**config.mk**
```make
export PLATFORM = sky130hd
export DESIGN_NAME = rtcc_channel_ctrl
export DESIGN_NICKNAME = d
export VERILOG_FILES = /design/src/rtl/rtcc_pkg.sv /design/src/rtl/rtcc_channel_ctrl.sv
export SDC_FILE = /design/constraint.sdc
export NUM_CORES = 1
export LEC_CHECK = 0
export BUFFER_PORTS_ARGS = -buffer_cell sky130_fd_sc_hd__buf_2
export CORE_MARGIN = 2
export CORE_UTILIZATION = 55
export CTS_BUF_LIST = sky130_fd_sc_hd__clkbuf_4
export DETAILED_ROUTE_END_ITERATION = 8
export GPL_TIMING_DRIVEN = 0
export PLACE_DENSITY = 0.82
export SYNTH_ARGS = -nofsm -noshare
export SYNTH_HDL_FRONTEND = slang
export SYNTH_SLANG_ARGS = --single-unit
```
**constraint.sdc**
```tcl
create_clock -name mclk -period 9.3 [get_ports mclk]
set_clock_uncertainty 0.05 [all_clocks]
set_input_delay 0.93 -clock mclk [delete_from_list [all_inputs] [get_ports mclk]]
set_output_delay 0.93 -clock mclk [all_outputs]
set_load 0.02 [all_outputs]
```
**src/rtl/rtcc_pkg.sv**
```systemverilog
// constants, types and register map shared by the retimer channel control
package rtcc_pkg;

  // register offsets and fields
  localparam logic [7:0] LOCK_MON_CTRL_OFS = 8'h3e;
  localparam logic [7:0] TABLE_BASE_OFS    = 8'h40;
  localparam logic [7:0] TABLE_LAST_OFS    = 8'h5f;
  localparam int         LOCK_MON_EN_BIT   = 7;
  localparam logic [7:0] LOCK_MON_CTRL_RST = 8'h80;
  localparam logic [7:0] TABLE_ENTRY_RST   = 8'h00;
  localparam logic [7:0] UNMAPPED_RDATA    = 8'h00;

  // equalizer geometry
  localparam int TABLE_DEPTH = 32;
  localparam int STAGES      = 4;
  localparam int STAGE_W     = 2;
  localparam int LEVEL_W     = 4;

  // acquisition and calibration
  localparam int ACQ_ATTEMPTS  = 4;
  localparam int ADAPT_DWELL   = 64;
  localparam int CAL_REF_TICKS = 16;

  // timing, in milliseconds as given, and derived cycle counts
  localparam int MCLK_KHZ         = 200000;
  localparam int LOCK_QUAL_OFF_MS = 2;
  localparam int LOCK_QUAL_ON_MS  = 12;
  localparam int ACQ_ATTEMPT_MS   = 20;
  localparam int LOCK_QUAL_OFF_CYC = LOCK_QUAL_OFF_MS * MCLK_KHZ;
  localparam int LOCK_QUAL_ON_CYC  = LOCK_QUAL_ON_MS * MCLK_KHZ;
  localparam int ACQ_ATTEMPT_CYC   = ACQ_ATTEMPT_MS * MCLK_KHZ;

  typedef enum logic [2:0] {
    ST_CAL    = 3'b000,
    ST_IDLE   = 3'b001,
    ST_ADAPT  = 3'b010,
    ST_ACQ    = 3'b011,
    ST_LOCKED = 3'b100
  } rtcc_state_t;

  typedef struct packed {
    logic        manual;
    logic [15:0] ppm_count;
    logic [3:0]  div_ratio;
  } rtcc_cal_target_t;

  typedef struct packed {
    logic       locked;
    logic       adapting;
    logic       cal_busy;
    logic [2:0] attempts;
  } rtcc_status_t;

endpackage

```
**src/rtl/rtcc_channel_ctrl.sv**
```systemverilog
// retimer channel control: signal gating, equalizer adaptation, vco calibration, data fifo
`timescale 1ns/100ps

////////////////////////////////////////////////////////////////////////////////
module rtcc_fifo #(
  parameter int WIDTH = 8,
  parameter int DEPTH = 8
) (
  // clock and reset
  input  wire logic                     mclk,
  input  wire logic                     rstn,
  input  wire logic                     flush,
  // fill side
  input  wire logic                     in_valid,
  output logic                          in_ready,
  input  wire logic [WIDTH-1:0]         in_data,
  // drain side
  output logic                          out_valid,
  input  wire logic                     out_ready,
  output logic [WIDTH-1:0]              out_data,
  // fill level
  output logic [$clog2(DEPTH):0]        level
);
  localparam int AW = $clog2(DEPTH);

  logic [WIDTH-1:0] mem [DEPTH];
  logic [AW:0]      wr_ptr_reg;
  logic [AW:0]      rd_ptr_reg;
  wire              push_w = in_valid & in_ready;
  wire              pop_w  = out_valid & out_ready;

  assign level     = wr_ptr_reg - rd_ptr_reg;
  assign in_ready  = (level != DEPTH[AW:0]) & ~flush;
  assign out_valid = (level != '0) & ~flush;
  assign out_data  = mem[rd_ptr_reg[AW-1:0]];

  always_ff @(posedge mclk or negedge rstn)
  begin
    if (!rstn)
      wr_ptr_reg <= '0;
    else if (flush)
      wr_ptr_reg <= '0;
    else if (push_w)
      wr_ptr_reg <= wr_ptr_reg + 1'b1;
  end

  always_ff @(posedge mclk or negedge rstn)
  begin
    if (!rstn)
      rd_ptr_reg <= '0;
    else if (flush)
      rd_ptr_reg <= '0;
    else if (pop_w)
      rd_ptr_reg <= rd_ptr_reg + 1'b1;
  end

  // storage needs no reset; empty flag guards it
  always_ff @(posedge mclk)
  begin
    if (push_w)
      mem[wr_ptr_reg[AW-1:0]] <= in_data;
  end
endmodule

////////////////////////////////////////////////////////////////////////////////
module rtcc_channel_ctrl #(
  parameter int DATA_W         = 8,
  parameter int FIFO_DEPTH     = 8,
  parameter int CODE_W         = 6,
  parameter int LOCK_QUAL_OFF  = rtcc_pkg::LOCK_QUAL_OFF_CYC,
  parameter int LOCK_QUAL_ON   = rtcc_pkg::LOCK_QUAL_ON_CYC,
  parameter int ACQ_ATTEMPT    = rtcc_pkg::ACQ_ATTEMPT_CYC
) (
  // clock and reset
  input  wire logic                         mclk,
  input  wire logic                         rstn,
  // register port
  input  wire logic                         reg_wr,
  input  wire logic                         reg_rd,
  input  wire logic [7:0]                   reg_addr,
  input  wire logic [7:0]                   reg_wdata,
  output logic [7:0]                        reg_rdata,
  // channel controls
  input  wire logic                         sd_override_en,
  input  wire logic                         sd_force_disable,
  input  wire logic                         stage4_limit_sel,
  input  wire logic                         readapt_cmd,
  input  wire logic                         cdr_reset,
  input  wire rtcc_pkg::rtcc_cal_target_t   cal_target,
  input  wire logic [15:0]                  rate_target_count,
  // analog front-end observations
  input  wire logic                         signal_present,
  input  wire logic                         cdr_lock,
  input  wire logic                         eye_open_ok,
  input  wire logic [7:0]                   adaptation_quality_score,
  input  wire logic                         ref_tick,
  input  wire logic                         vco_div_tick,
  // analog front-end controls
  output logic                              path_power_on,
  output logic [7:0]                        eq_stage_codes,
  output logic [3:0]                        eq_boost_level,
  output logic                              stage4_limiting,
  output logic [CODE_W-1:0]                 vco_coarse_code,
  output logic                              lock_monitor_en,
  output rtcc_pkg::rtcc_status_t            status,
  // recovered data stream
  input  wire logic                         in_valid,
  output logic                              in_ready,
  input  wire logic [DATA_W-1:0]            in_data,
  output logic                              out_valid,
  input  wire logic                         out_ready,
  output logic [DATA_W-1:0]                 out_data
);
  localparam int NUM_CODES = 1 << CODE_W;
  localparam int QW        = 24;
  localparam int FW        = $clog2(FIFO_DEPTH) + 1;

  rtcc_pkg::rtcc_state_t state_reg;
  rtcc_pkg::rtcc_state_t state_next;

  logic [7:0]        table_reg [rtcc_pkg::TABLE_DEPTH];
  logic [7:0]        lock_mon_reg;
  logic [7:0]        reg_rdata_reg;
  logic [4:0]        idx_reg;
  logic [4:0]        best_idx_reg;
  logic [7:0]        best_score_reg;
  logic [7:0]        dwell_reg;
  logic [7:0]        eq_codes_reg;
  logic [3:0]        eq_level_reg;
  logic [CODE_W-1:0] code_reg;
  logic [CODE_W-1:0] best_code_reg;
  logic [CODE_W-1:0] vco_code_reg;
  logic [15:0]       best_diff_reg;
  logic [7:0]        ref_cnt_reg;
  logic [15:0]       vco_cnt_reg;
  logic [3:0]        pre_cnt_reg;
  logic [2:0]        attempts_reg;
  logic [QW-1:0]     qual_reg;
  logic [QW-1:0]     attempt_reg;
  logic              path_on_reg;
  logic              limit_reg;
  logic              in_ready_reg;
  logic              out_valid_reg;
  logic [DATA_W-1:0] out_data_reg;

  ////////////////////////////////////////////////////////////////////////////
  // register decode
  wire       in_table_w = (reg_addr >= rtcc_pkg::TABLE_BASE_OFS) && (reg_addr <= rtcc_pkg::TABLE_LAST_OFS);
  wire [4:0] tbl_sel_w  = 5'(reg_addr - rtcc_pkg::TABLE_BASE_OFS);
  wire       mon_hit_w  = (reg_addr == rtcc_pkg::LOCK_MON_CTRL_OFS);
  wire       mon_en_w   = lock_mon_reg[rtcc_pkg::LOCK_MON_EN_BIT];
  wire [7:0] rd_mux_w   = mon_hit_w  ? lock_mon_reg :
                          in_table_w ? table_reg[tbl_sel_w] : rtcc_pkg::UNMAPPED_RDATA;

  always_ff @(posedge mclk or negedge rstn)
  begin
    if (!rstn)
      lock_mon_reg <= rtcc_pkg::LOCK_MON_CTRL_RST;
    else if (reg_wr && mon_hit_w)
      lock_mon_reg <= reg_wdata;
  end

  genvar gi;
  generate
    for (gi = 0; gi < rtcc_pkg::TABLE_DEPTH; gi++)
    begin : g_table
      always_ff @(posedge mclk or negedge rstn)
      begin
        if (!rstn)
          table_reg[gi] <= rtcc_pkg::TABLE_ENTRY_RST;
        else if (reg_wr && in_table_w && (tbl_sel_w == 5'(gi)))
          table_reg[gi] <= reg_wdata;
      end
    end
  endgenerate

  always_ff @(posedge mclk or negedge rstn)
  begin
    if (!rstn)
      reg_rdata_reg <= '0;
    else if (reg_rd)
      reg_rdata_reg <= rd_mux_w;
  end

  ////////////////////////////////////////////////////////////////////////////
  // signal detect gating
  wire path_on_w = sd_override_en ? ~sd_force_disable : signal_present;

  always_ff @(posedge mclk or negedge rstn)
  begin
    if (!rstn)
    begin
      path_on_reg <= 1'b0;
      limit_reg   <= 1'b0;
    end
    else
    begin
      path_on_reg <= path_on_w;
      limit_reg   <= stage4_limit_sel;
    end
  end

  ////////////////////////////////////////////////////////////////////////////
  // adaptation sweep
  wire       dwell_end_w  = (state_reg == rtcc_pkg::ST_ADAPT) && (dwell_reg == 8'(rtcc_pkg::ADAPT_DWELL - 1));
  wire       better_w     = (idx_reg == '0) || (adaptation_quality_score > best_score_reg);
  wire [4:0] best_pick_w  = better_w ? idx_reg : best_idx_reg;
  wire       adapt_done_w = dwell_end_w && (idx_reg == 5'(rtcc_pkg::TABLE_DEPTH - 1));
  wire       enter_adapt_w = (state_next == rtcc_pkg::ST_ADAPT) && (state_reg != rtcc_pkg::ST_ADAPT);

  // per-stage sum gives the effective boost level
  logic [3:0] level_w;
  logic [7:0] codes_next;
  always_comb
  begin
    codes_next = eq_codes_reg;
    if (enter_adapt_w)
      codes_next = table_reg[0];
    else if (adapt_done_w)
      codes_next = table_reg[best_pick_w];
    else if (dwell_end_w)
      codes_next = table_reg[5'(idx_reg + 1'b1)];
    level_w = '0;
    for (int s = 0; s < rtcc_pkg::STAGES; s++)
      level_w = level_w + 4'(codes_next[s*rtcc_pkg::STAGE_W +: rtcc_pkg::STAGE_W]);
  end

  // codes only move while adapting, so lock freezes them
  always_ff @(posedge mclk or negedge rstn)
  begin
    if (!rstn)
    begin
      eq_codes_reg <= '0;
      eq_level_reg <= '0;
    end
    else
    begin
      eq_codes_reg <= codes_next;
      eq_level_reg <= level_w;
    end
  end

  always_ff @(posedge mclk or negedge rstn)
  begin
    if (!rstn)
    begin
      idx_reg        <= '0;
      dwell_reg      <= '0;
      best_idx_reg   <= '0;
      best_score_reg <= '0;
    end
    else if (enter_adapt_w)
    begin
      idx_reg   <= '0;
      dwell_reg <= '0;
    end
    else if (dwell_end_w)
    begin
      idx_reg        <= 5'(idx_reg + 1'b1);
      dwell_reg      <= '0;
      best_idx_reg   <= best_pick_w;
      best_score_reg <= better_w ? adaptation_quality_score : best_score_reg;
    end
    else if (state_reg == rtcc_pkg::ST_ADAPT)
      dwell_reg <= 8'(dwell_reg + 1'b1);
  end

  ////////////////////////////////////////////////////////////////////////////
  // vco coarse calibration
  wire [15:0] target_w  = cal_target.manual ? cal_target.ppm_count : rate_target_count;
  wire [3:0]  div_w     = cal_target.manual ? cal_target.div_ratio : 4'h0;
  wire        in_cal_w  = (state_reg == rtcc_pkg::ST_CAL);
  wire        meas_end_w = in_cal_w && ref_tick && (ref_cnt_reg == 8'(rtcc_pkg::CAL_REF_TICKS - 1));
  wire [15:0] diff_w    = (vco_cnt_reg > target_w) ? (vco_cnt_reg - target_w) : (target_w - vco_cnt_reg);
  wire        closer_w  = (code_reg == '0) || (diff_w < best_diff_reg);
  wire        cal_done_w = meas_end_w && (code_reg == CODE_W'(NUM_CODES - 1));
  wire        enter_cal_w = (state_next == rtcc_pkg::ST_CAL) && ((state_reg != rtcc_pkg::ST_CAL) || cdr_reset);
  wire        pre_wrap_w = vco_div_tick && (pre_cnt_reg == div_w);

  always_ff @(posedge mclk or negedge rstn)
  begin
    if (!rstn)
    begin
      ref_cnt_reg <= '0;
      vco_cnt_reg <= '0;
      pre_cnt_reg <= '0;
    end
    else if (enter_cal_w || meas_end_w)
    begin
      ref_cnt_reg <= '0;
      vco_cnt_reg <= '0;
      pre_cnt_reg <= '0;
    end
    else if (in_cal_w)
    begin
      if (ref_tick)
        ref_cnt_reg <= 8'(ref_cnt_reg + 1'b1);
      if (vco_div_tick)
        pre_cnt_reg <= pre_wrap_w ? 4'h0 : 4'(pre_cnt_reg + 1'b1);
      if (pre_wrap_w)
        vco_cnt_reg <= 16'(vco_cnt_reg + 1'b1);
    end
  end

  always_ff @(posedge mclk or negedge rstn)
  begin
    if (!rstn)
    begin
      code_reg      <= '0;
      best_code_reg <= '0;
      best_diff_reg <= '0;
      vco_code_reg  <= '0;
    end
    else if (enter_cal_w)
    begin
      code_reg     <= '0;
      vco_code_reg <= '0;
    end
    else if (meas_end_w)
    begin
      code_reg      <= CODE_W'(code_reg + 1'b1);
      best_code_reg <= closer_w ? code_reg : best_code_reg;
      best_diff_reg <= closer_w ? diff_w : best_diff_reg;
      vco_code_reg  <= cal_done_w ? (closer_w ? code_reg : best_code_reg) : CODE_W'(code_reg + 1'b1);
    end
  end

  ////////////////////////////////////////////////////////////////////////////
  // lock acquisition
  wire          in_acq_w    = (state_reg == rtcc_pkg::ST_ACQ);
  wire          qualify_w   = cdr_lock && (!mon_en_w || eye_open_ok);
  wire [QW-1:0] qual_tgt_w  = mon_en_w ? QW'(LOCK_QUAL_ON - 1) : QW'(LOCK_QUAL_OFF - 1);
  wire          qual_done_w = in_acq_w && qualify_w && (qual_reg >= qual_tgt_w);
  wire          attempt_end_w = in_acq_w && (attempt_reg == QW'(ACQ_ATTEMPT - 1));
  wire          last_try_w  = (attempts_reg == 3'(rtcc_pkg::ACQ_ATTEMPTS - 1));

  always_ff @(posedge mclk or negedge rstn)
  begin
    if (!rstn)
    begin
      qual_reg    <= '0;
      attempt_reg <= '0;
    end
    else
    begin
      qual_reg    <= (in_acq_w && qualify_w && !qual_done_w) ? QW'(qual_reg + 1'b1) : '0;
      attempt_reg <= (in_acq_w && !attempt_end_w && state_next == rtcc_pkg::ST_ACQ) ? QW'(attempt_reg + 1'b1) : '0;
    end
  end

  always_ff @(posedge mclk or negedge rstn)
  begin
    if (!rstn)
      attempts_reg <= '0;
    else if (enter_cal_w || qual_done_w)
      attempts_reg <= '0;
    else if (attempt_end_w)
      attempts_reg <= 3'(attempts_reg + 1'b1);
  end

  // channel sequencer; a cdr reset outranks everything
  always_comb
  begin
    state_next = state_reg;
    if (cdr_reset)
      state_next = rtcc_pkg::ST_CAL;
    else
      case (state_reg)
        rtcc_pkg::ST_CAL:
          if (cal_done_w)
            state_next = rtcc_pkg::ST_IDLE;
        rtcc_pkg::ST_IDLE:
          if (path_on_w)
            state_next = rtcc_pkg::ST_ADAPT;
        rtcc_pkg::ST_ADAPT:
          if (!path_on_w)
            state_next = rtcc_pkg::ST_IDLE;
          else if (adapt_done_w)
            state_next = rtcc_pkg::ST_ACQ;
        rtcc_pkg::ST_ACQ:
          if (!path_on_w)
            state_next = rtcc_pkg::ST_IDLE;
          else if (readapt_cmd)
            state_next = rtcc_pkg::ST_ADAPT;
          else if (qual_done_w)
            state_next = rtcc_pkg::ST_LOCKED;
          else if (attempt_end_w && last_try_w)
            state_next = rtcc_pkg::ST_CAL;
        rtcc_pkg::ST_LOCKED:
          if (!path_on_w)
            state_next = rtcc_pkg::ST_IDLE;
          else if (!cdr_lock || readapt_cmd)
            state_next = rtcc_pkg::ST_ADAPT;
        default:
          state_next = rtcc_pkg::ST_CAL;
      endcase
  end

  // reset lands in calibration, which is the power-up run
  always_ff @(posedge mclk or negedge rstn)
  begin
    if (!rstn)
      state_reg <= rtcc_pkg::ST_CAL;
    else
      state_reg <= state_next;
  end

  ////////////////////////////////////////////////////////////////////////////
  // data path; no state is shared with other channels
  wire              gate_w = path_on_w && (state_next == rtcc_pkg::ST_LOCKED);
  wire              f_in_ready;
  wire              f_out_valid;
  wire [DATA_W-1:0] f_out_data;
  wire [FW-1:0]     f_level;
  wire              f_out_ready = ~out_valid_reg | out_ready;

  rtcc_fifo #(
    .WIDTH (DATA_W),
    .DEPTH (FIFO_DEPTH)
  ) u_fifo (
    .mclk      (mclk),
    .rstn      (rstn),
    .flush     (~path_on_reg),
    .in_valid  (in_valid & in_ready_reg),
    .in_ready  (f_in_ready),
    .in_data   (in_data),
    .out_valid (f_out_valid),
    .out_ready (f_out_ready),
    .out_data  (f_out_data),
    .level     (f_level)
  );

  // registered ready leaves one slot of slack for the push in flight
  always_ff @(posedge mclk or negedge rstn)
  begin
    if (!rstn)
      in_ready_reg <= 1'b0;
    else
      in_ready_reg <= gate_w && f_in_ready && (f_level <= FW'(FIFO_DEPTH - 2));
  end

  always_ff @(posedge mclk or negedge rstn)
  begin
    if (!rstn)
    begin
      out_valid_reg <= 1'b0;
      out_data_reg  <= '0;
    end
    else if (!path_on_reg)
      out_valid_reg <= 1'b0;
    else if (f_out_ready)
    begin
      out_valid_reg <= f_out_valid;
      out_data_reg  <= f_out_valid ? f_out_data : out_data_reg;
    end
  end

  ////////////////////////////////////////////////////////////////////////////
  // outputs
  assign reg_rdata       = reg_rdata_reg;
  assign path_power_on   = path_on_reg;
  assign eq_stage_codes  = eq_codes_reg;
  assign eq_boost_level  = eq_level_reg;
  assign stage4_limiting = limit_reg;
  assign vco_coarse_code = vco_code_reg;
  assign lock_monitor_en = lock_mon_reg[rtcc_pkg::LOCK_MON_EN_BIT];
  assign status.locked   = (state_reg == rtcc_pkg::ST_LOCKED);
  assign status.adapting = (state_reg == rtcc_pkg::ST_ADAPT);
  assign status.cal_busy = in_cal_w;
  assign status.attempts = attempts_reg;
  assign in_ready        = in_ready_reg;
  assign out_valid       = out_valid_reg;
  assign out_data        = out_data_reg;
endmodule

```
==> reports/results.txt, run 1 <==
Top cell type's share of synthesized area - 0.371
Slew @ Worst Pin - 1550 ps
Final core utilization - 0.623
Initial Utilization - 0.557
Final period utilization - 0.869
Max Cap Viol - 2
Max H-tree Level - 4
Die H - 238 um
Syn_area_per_cell - 11.5 um2
Cells after synthesis - 2616
Crit path max fanout - 10
Ys Warns - 0
Final #Nets - 3064
Final slew viol count - 19
Vias in the first global route - 24614
Outcome - complete, but fails checks
Initial antenna violation count - 2
Yosys cell types - 85
Post-CTS Setup Repair Bufs - 0
Post-synth ARST share - 0.875
WS Path Type - reg -> reg
Fmax - 124 MHz
Initial DRC count - 2477
Global-route wire length before repair - 142000 um
Dominant synthesized flop cell - dfrtp_1
Max FFs per register - 256
Chip Width - 238 um
I/O Buffers - 124
Peak supply drop - 133 uV
Via count - 24017
Ratio of cells with drive above 1 in the final layout - 0.299
FP Rows - 85
Hold crit path type - in -> reg
Post-Syn Nets - 2787
# IOs - 130
Post-Layout Cell Count - 3700
Tmin final - 8080 ps
Slew HR - -0.0412
CP Launch Type - flop
Register area share after synthesis - 0.436
Sw Pwr - 1.99 mW
Root Driver - clkbuf_4
Gate power share - 0.235
Post-Route WL - 93500 um
# fillers - 4246
Vias per Instance - 6.49
Die ar. - 56500 um2
CTS Sinks - 510
Kind of end point of the critical path - flop
Reg clk slew, reported paths - 70 ps
Avg WL per Cell - 25.3 um
GRT Util Overall - 0.336
Worst Path Required - 10120 ps
Worst Path Arrival - 8900 ps
Core area - 53900 um2
Switching part of the total - 0.331
DRC - 0
First-pass iteration count of the detailed router - 8
EDFF count, synth - 64
Clk_lat worst skew - 1070 ps
Syn Std Cell Area - 30000 um2
# resized after CTS - 0
Inst Count DP - 3443
Synthesized flop and latch total - 510
CTS Buf Count - 141
Pin count of the biggest net entering global routing - 126
Grt ovf - 0
Clock share of power - 0.353
Sequential share of power - 0.412
CTS Buffer Depth - 3
HPWL after DPL - 66900 um
Final setup viols - 0
Cell-internal power - 4.01 mW
Final Hold Viols - 0
Violated checks - max-capacitance violations, max-slew violations
Largest area contributor in the netlist - dfrtp_1
Leak - 14.9 nW
DRT antenna net count - 0
CTS tree - built
Synth area leaders - dfrtp_1 (37%), mux4_2 (13%), mux2_2 (11%)
RSZ-0062 raised after global routing - false
Routability-driven placement congestion ratio - 1.05
Pwr dens - 179 nW/um2
Area grow syn2layout - 11.9%
## cells in the mapped netlist, drive strengths merged (8+ instances only)
master / number
nand3: 94
o22ai: 16
clkbuf: 85
mux2: 293
and3: 26
nor2: 193
buf: 67
mux2i: 112
a32oi: 17
and2: 14
nor2b: 16
edfxtp: 64
dfrtp: 445
mux4: 172
inv: 98
a31oi: 17
xor2: 51
xnor2: 54
nand4: 35
nor4: 10
nand2b: 12
nand2: 305
ha: 79
a21o: 22
or2: 8
nor3: 27
o21ai: 78
a21oi: 93
## per-layer routing
metal  share of wire  global-route usage
met1            0.36               0.397
met2            0.46               0.522
met3            0.11               0.117
met4           0.067               0.219
met5               0             0.00519
## metrics by stage
stage | setup WS (ps) | TNS, ps | area, um2 | power, mW | hold WS [ps]
finish | 1220 | 0 | 33600 | 6.00 | 87.0
global route | 1040 | 0 | 33600 | 6.23 | 84.6
CTS | 1450 | 0 | 33600 | 5.99 | 31.6
detailed placement | 1410 | 0 | 31700 | 3.87 | 416
global placement | -1310 | -559810 | 31500 | 3.82 | 409
floorplan | 2880 | 0 | 30000 | 3.37 | 383
## critical path, stage by stage (launching register included)
cell	delay [ps]
dfrtp_1	360
buf_2	310
buf_2	500
buf_2	450
buf_2	500
inv_1	100
ha_1	370
buf_1	600
buf_1	780
clkbuf_1	810
mux4_2	360
nand2_1	60
nand3_1	230
o2111ai_1	140
nor2_1	120
a21oi_1	50
o21ai_0	250
a31oi_1	100
fa_1	570
inv_1	50
fa_1	460
ha_1	220
fa_1	440
## path summary, 6_finish.rpt
check,depth (start not counted),from,slack [ps],endpoint
min reg2reg,2,out_data[6],430,out_data[6]
min in group asynchronous,2,rstn,250,vco_cnt_reg[9]
min,1,in_data[4],90,u_fifo.mem[7][4]
max,22,idx_reg[0],1220,eq_boost_level[2]
max in group asynchronous,4,rstn,7560,table_reg[49]
max reg2reg,22,idx_reg[0],1220,eq_boost_level[2]
## power by group through the flow
stage	clock (mW)	combinational (mW)	sequential (mW)
finish	2.12	1.41	2.47
global route	2.27	1.48	2.48
CTS	2.15	1.37	2.47
detailed placement	0	1.36	2.51
global placement	0	1.32	2.50
floorplan	0	0.851	2.52
## cell usage in the layout (no fill, tap or decap), types with 8 or more instances in the layout
cell and count:
mux2i_1 111, buf_1 21, nor4_1 8, ha_1 79
and3_1 26, o21ai_1 18, xnor2_1 53, clkbuf_1 84
nor2_1 192, nand2_1 305, mux4_2 172, edfxtp_1 64
nor3_1 22, xor2_1 51, nand2b_1 12, a21oi_1 90
clkbuf_4 206, a21o_1 22, buf_2 160, nand3_1 94
o21ai_0 60, clkinv_1 23, a31oi_1 17, dfrtp_1 445
mux2_2 287, and2_1 13, a32oi_1 17, nand4_1 34
o22ai_1 15, inv_1 96, nor2b_1 16
## layout make-up
cell class                 count  area [um2]  share of cell area
timing repair buffer         134         806              0.0240
multi-input combinational   1856       16000               0.475
clock inverter                44         307             0.00912
sequential                   510       13100               0.389
antenna                        4        10.0            0.000298
inverter                      98         368              0.0109
clock buffer                 206        1550              0.0460
buffer                       152         661              0.0197
tap                          696         871              0.0259
## kinds of logic (layout without fill, tap and decap cells)
group | Yosys count | in the layout | share of synthesized area
buffers and inverters | 250 | 634 | 0.0342
and+or+nand+nor | 766 | 766 | 0.116
muxes | 577 | 577 | 0.276
other | 1 | 5 | 0.000125
DFF | 510 | 510 | 0.436
adders and majority gates | 86 | 86 | 0.0376
AOI/OAI and AO/OA | 321 | 321 | 0.0692
xor gates and xnor gates | 105 | 105 | 0.0306
## what timing repair did
| action | CTS | global route |
|---|---|---|
| hold endpoints to repair | 18 | 0 |
| hold buffers | 2 | 0 |
| setup endpoints to repair | 0 | 0 |
No activity file was read; power rests on OpenSTA's default activity.
==> inputs of run 2 (changes only) <==
- SYNTH_HIERARCHICAL: default -> 1
==> run 2 against run 1 <==
  * The flow now finishes without violations
  * Fmax shrank 2.7%
  * Worst setup slack got worse by 220 ps
  * First-iteration DRC count rose by 17%
  * Final cell count shrank 0.41%
  * Routed wire length is 4.1% lower
  * Die area about the same
  * Area after synthesis hardly changed
  * Critical endpoint unchanged
  * Largest cell class unchanged
==> reports/results.txt, run 2 <==
Post-Route WL - 89700 um (-4.1%)
Yosys cell types - 94 (+11%)
Outcome - complete, no violations
Fin area - 33500 um2 (-0.25%)
Top cell type's share of synthesized area - 0.370 (about the same)
GRT Util Overall - 0.321 (-0.0143)
I/O Buffers - 123 (-0.81%)
# IOs - 130 (unchanged)
Area grow syn2layout - 11.5%
Total area of sequential cells - 13100 um2 (unchanged)
# fillers - 4160 (-2.0%)
Clk_lat worst skew - 1010 ps (-60 ps)
Vias in the first global route - 23891 (-2.9%)
Chip Width - 238 um (about the same)
Syn_area_per_cell - 11.6 um2 (+0.67%)
CTS Buf Count - 139 (-1.4%)
Reg clk slew, reported paths - 60 ps (about the same)
Pin count of the biggest net entering global routing - 127 (+0.79%)
Fmax - 120 MHz (-2.7%)
Crit path max fanout - 10 (unchanged)
Post-Syn Nets - 2772 (-0.54%)
Syn Std Cell Area - 30100 um2 (about the same)
Register area share after synthesis - 0.435 (about the same)
Initial DRC count - 2904 (+17%)
Vias per Instance - 6.54 (+0.68%)
Max Cap Viol - 0 (-2)
Area after DPL - 31700 um2 (about the same)
Kind of end point of the critical path - flop
Synthesized flop and latch total - 510 (unchanged)
Final setup viols - 0 (unchanged)
Root Driver - clkbuf_4
Die H - 238 um (about the same)
Max H-tree Level - 4 (unchanged)
CTS Buffer Depth - 3 (unchanged)
CTS Sinks - 510 (unchanged)
Final period utilization - 0.893 (+0.0240)
Leak - 14.8 nW (-0.89%)
Dominant synthesized flop cell - dfrtp_1
Tmin final - 8310 ps (+223 ps)
Initial Utilization - 0.558 (about the same)
Most common cell after layout, fill and taps aside - dfrtp_1
Pwr dens - 161 nW/um2 (-9.7%)
Final Hold Viols - 0 (unchanged)
Largest area contributor in the netlist - dfrtp_1
FP Rows - 85 (unchanged)
Ratio of cells with drive above 1 in the final layout - 0.307 (+0.00784)
WS Path Type - reg -> reg
Post-CTS Setup Repair Bufs - 0 (unchanged)
Slew @ Worst Pin - 1410 ps (-142 ps)
Hold crit path type - in -> reg
Synth area leaders - dfrtp_1 (37%), mux4_2 (13%), mux2_2 (11%)
Final core utilization - 0.622 (-0.00153)
Area occupied by multi-input gates - 16000 um2 (+0.20%)
EDFF count, synth - 64 (unchanged)
CP Launch Type - flop
DRC - 0 (unchanged)
Hold slack - 151 ps (+64.1 ps)
HPWL after DPL - 63400 um (-5.2%)
CTS tree - built
Max FFs per register - 256 (unchanged)
Peak supply drop - 168 uV (+27%)
Grt ovf - 0 (unchanged)
Initial antenna violation count - 6 (+4)
Cells after synthesis - 2601 (-0.57%)
Core area - 53900 um2 (unchanged)
DRT antenna net count - 0 (unchanged)
Routability-driven placement congestion ratio - 1.07 (+1.5%)
Final #Nets - 3046 (-0.59%)
Global-route wire length before repair - 137000 um (-3.2%)
First-pass iteration count of the detailed router - 8 (unchanged)
Post-synth ARST share - 0.875 (unchanged)
Count leader, synth - dfrtp_1
Slew HR - 0.0591 (+0.100)
Via count - 24083 (+0.27%)
Overall power - 5.40 mW (-10%)
Ys Warns - 6 (+6)
RSZ-0062 raised after global routing - false
Die ar. - 56500 um2 (about the same)
Final slew viol count - 0 (-19)
Worst Path Arrival - 9130 ps (+230 ps)
Most frequent cells in the layout - dfrtp_1 (445), mux2_2 (295), nand2_1 (279)
Synth cell count leaders - dfrtp_1 (445), mux2_2 (295), nand2_1 (279)
Worst Path Required - 10120 ps (about the same)
Avg WL per Cell - 24.3 um (-3.7%)
==> run 2: area by class of cell <==
cell class	count	share of cell area
Buffer	157	0.0198
Multi-Input combinational cell	1836	0.477
Inverter	98	0.0110
Sequential cell	510	0.390
Tap cell	696	0.0260
Antenna cell	7	0.000523
Timing Repair Buffer	133	0.0228
Clock inverter	43	0.00687
Clock buffer	205	0.0459
==> run 2: repair_timing <==
item / in CTS / in global routing
hold buffers: 2 / 0
gates resized for setup: 0 / 0
endpoints found under the hold margin: 95 / 0
endpoints found under the setup margin: 0 / 0
==> run 2: worst paths after layout <==
| check | cells after the start | slack [ps] | to | start |
|---|---|---|---|---|
| max | 18 | 990 | eq_boost_level[2] | idx_reg[0] |
| min in group asynchronous | 2 | 510 | out_data[0] | rstn |
| min reg2reg | 1 | 430 | attempt_reg[0] | attempt_reg[0] |
| min | 2 | 150 | best_score_reg[4] | adaptation_quality_score[4] |
| max reg2reg | 18 | 990 | eq_boost_level[2] | idx_reg[0] |
| max in group asynchronous | 4 | 7060 | table_reg[67] | rstn |
==> run 2: metrics by stage <==
stage,setup WS [ps],std cells,TNS [ps]
2_1_floorplan,2920,2601,0
3_3_place_gp,-1380,3420,-586310
3_5_place_dp,1280,3426,0
4_1_cts,1220,3676,0
5_1_grt,907,3682,0
6_report,992,3685,0
==> run 2: logic make-up after synthesis <==
kind of cell | Yosys count | synth area share
and+or+nand+nor | 781 | 0.121
xor gates and xnor gates | 97 | 0.0283
AOI/OAI and AO/OA | 292 | 0.0638
buffers and inverters | 255 | 0.0343
other | 1 | 0.000125
muxes | 579 | 0.279
DFF | 510 | 0.435
adders and majority gates | 86 | 0.0375
==> run 2: worst max-delay path: stages, from the launching register on <==
cell and delay [ps]:
dfrtp_1 350, buf_2 270, buf_2 520, clkbuf_1 540, inv_1 280, ha_1 410, buf_1 760, clkbuf_1 720
clkbuf_1 880, mux4_2 420, mux4_2 500, mux2i_1 160, a2bb2oi_1 180, nor2_1 60, a221o_1 370, fa_1 560
fa_1 440, ha_1 220, fa_1 440
==> run 2: power by group <==
group          internal [mW]  switching, mW
Sequential              2.35         0.0836
Combinational          0.391          0.556
Clock                   1.02           1.00
==> run 2: routing by layer <==
metal / share of wire / track usage
met2: 0.45 / 0.490
met4: 0.061 / 0.198
met5: 0.00022 / 0
met1: 0.38 / 0.411
met3: 0.11 / 0.0876
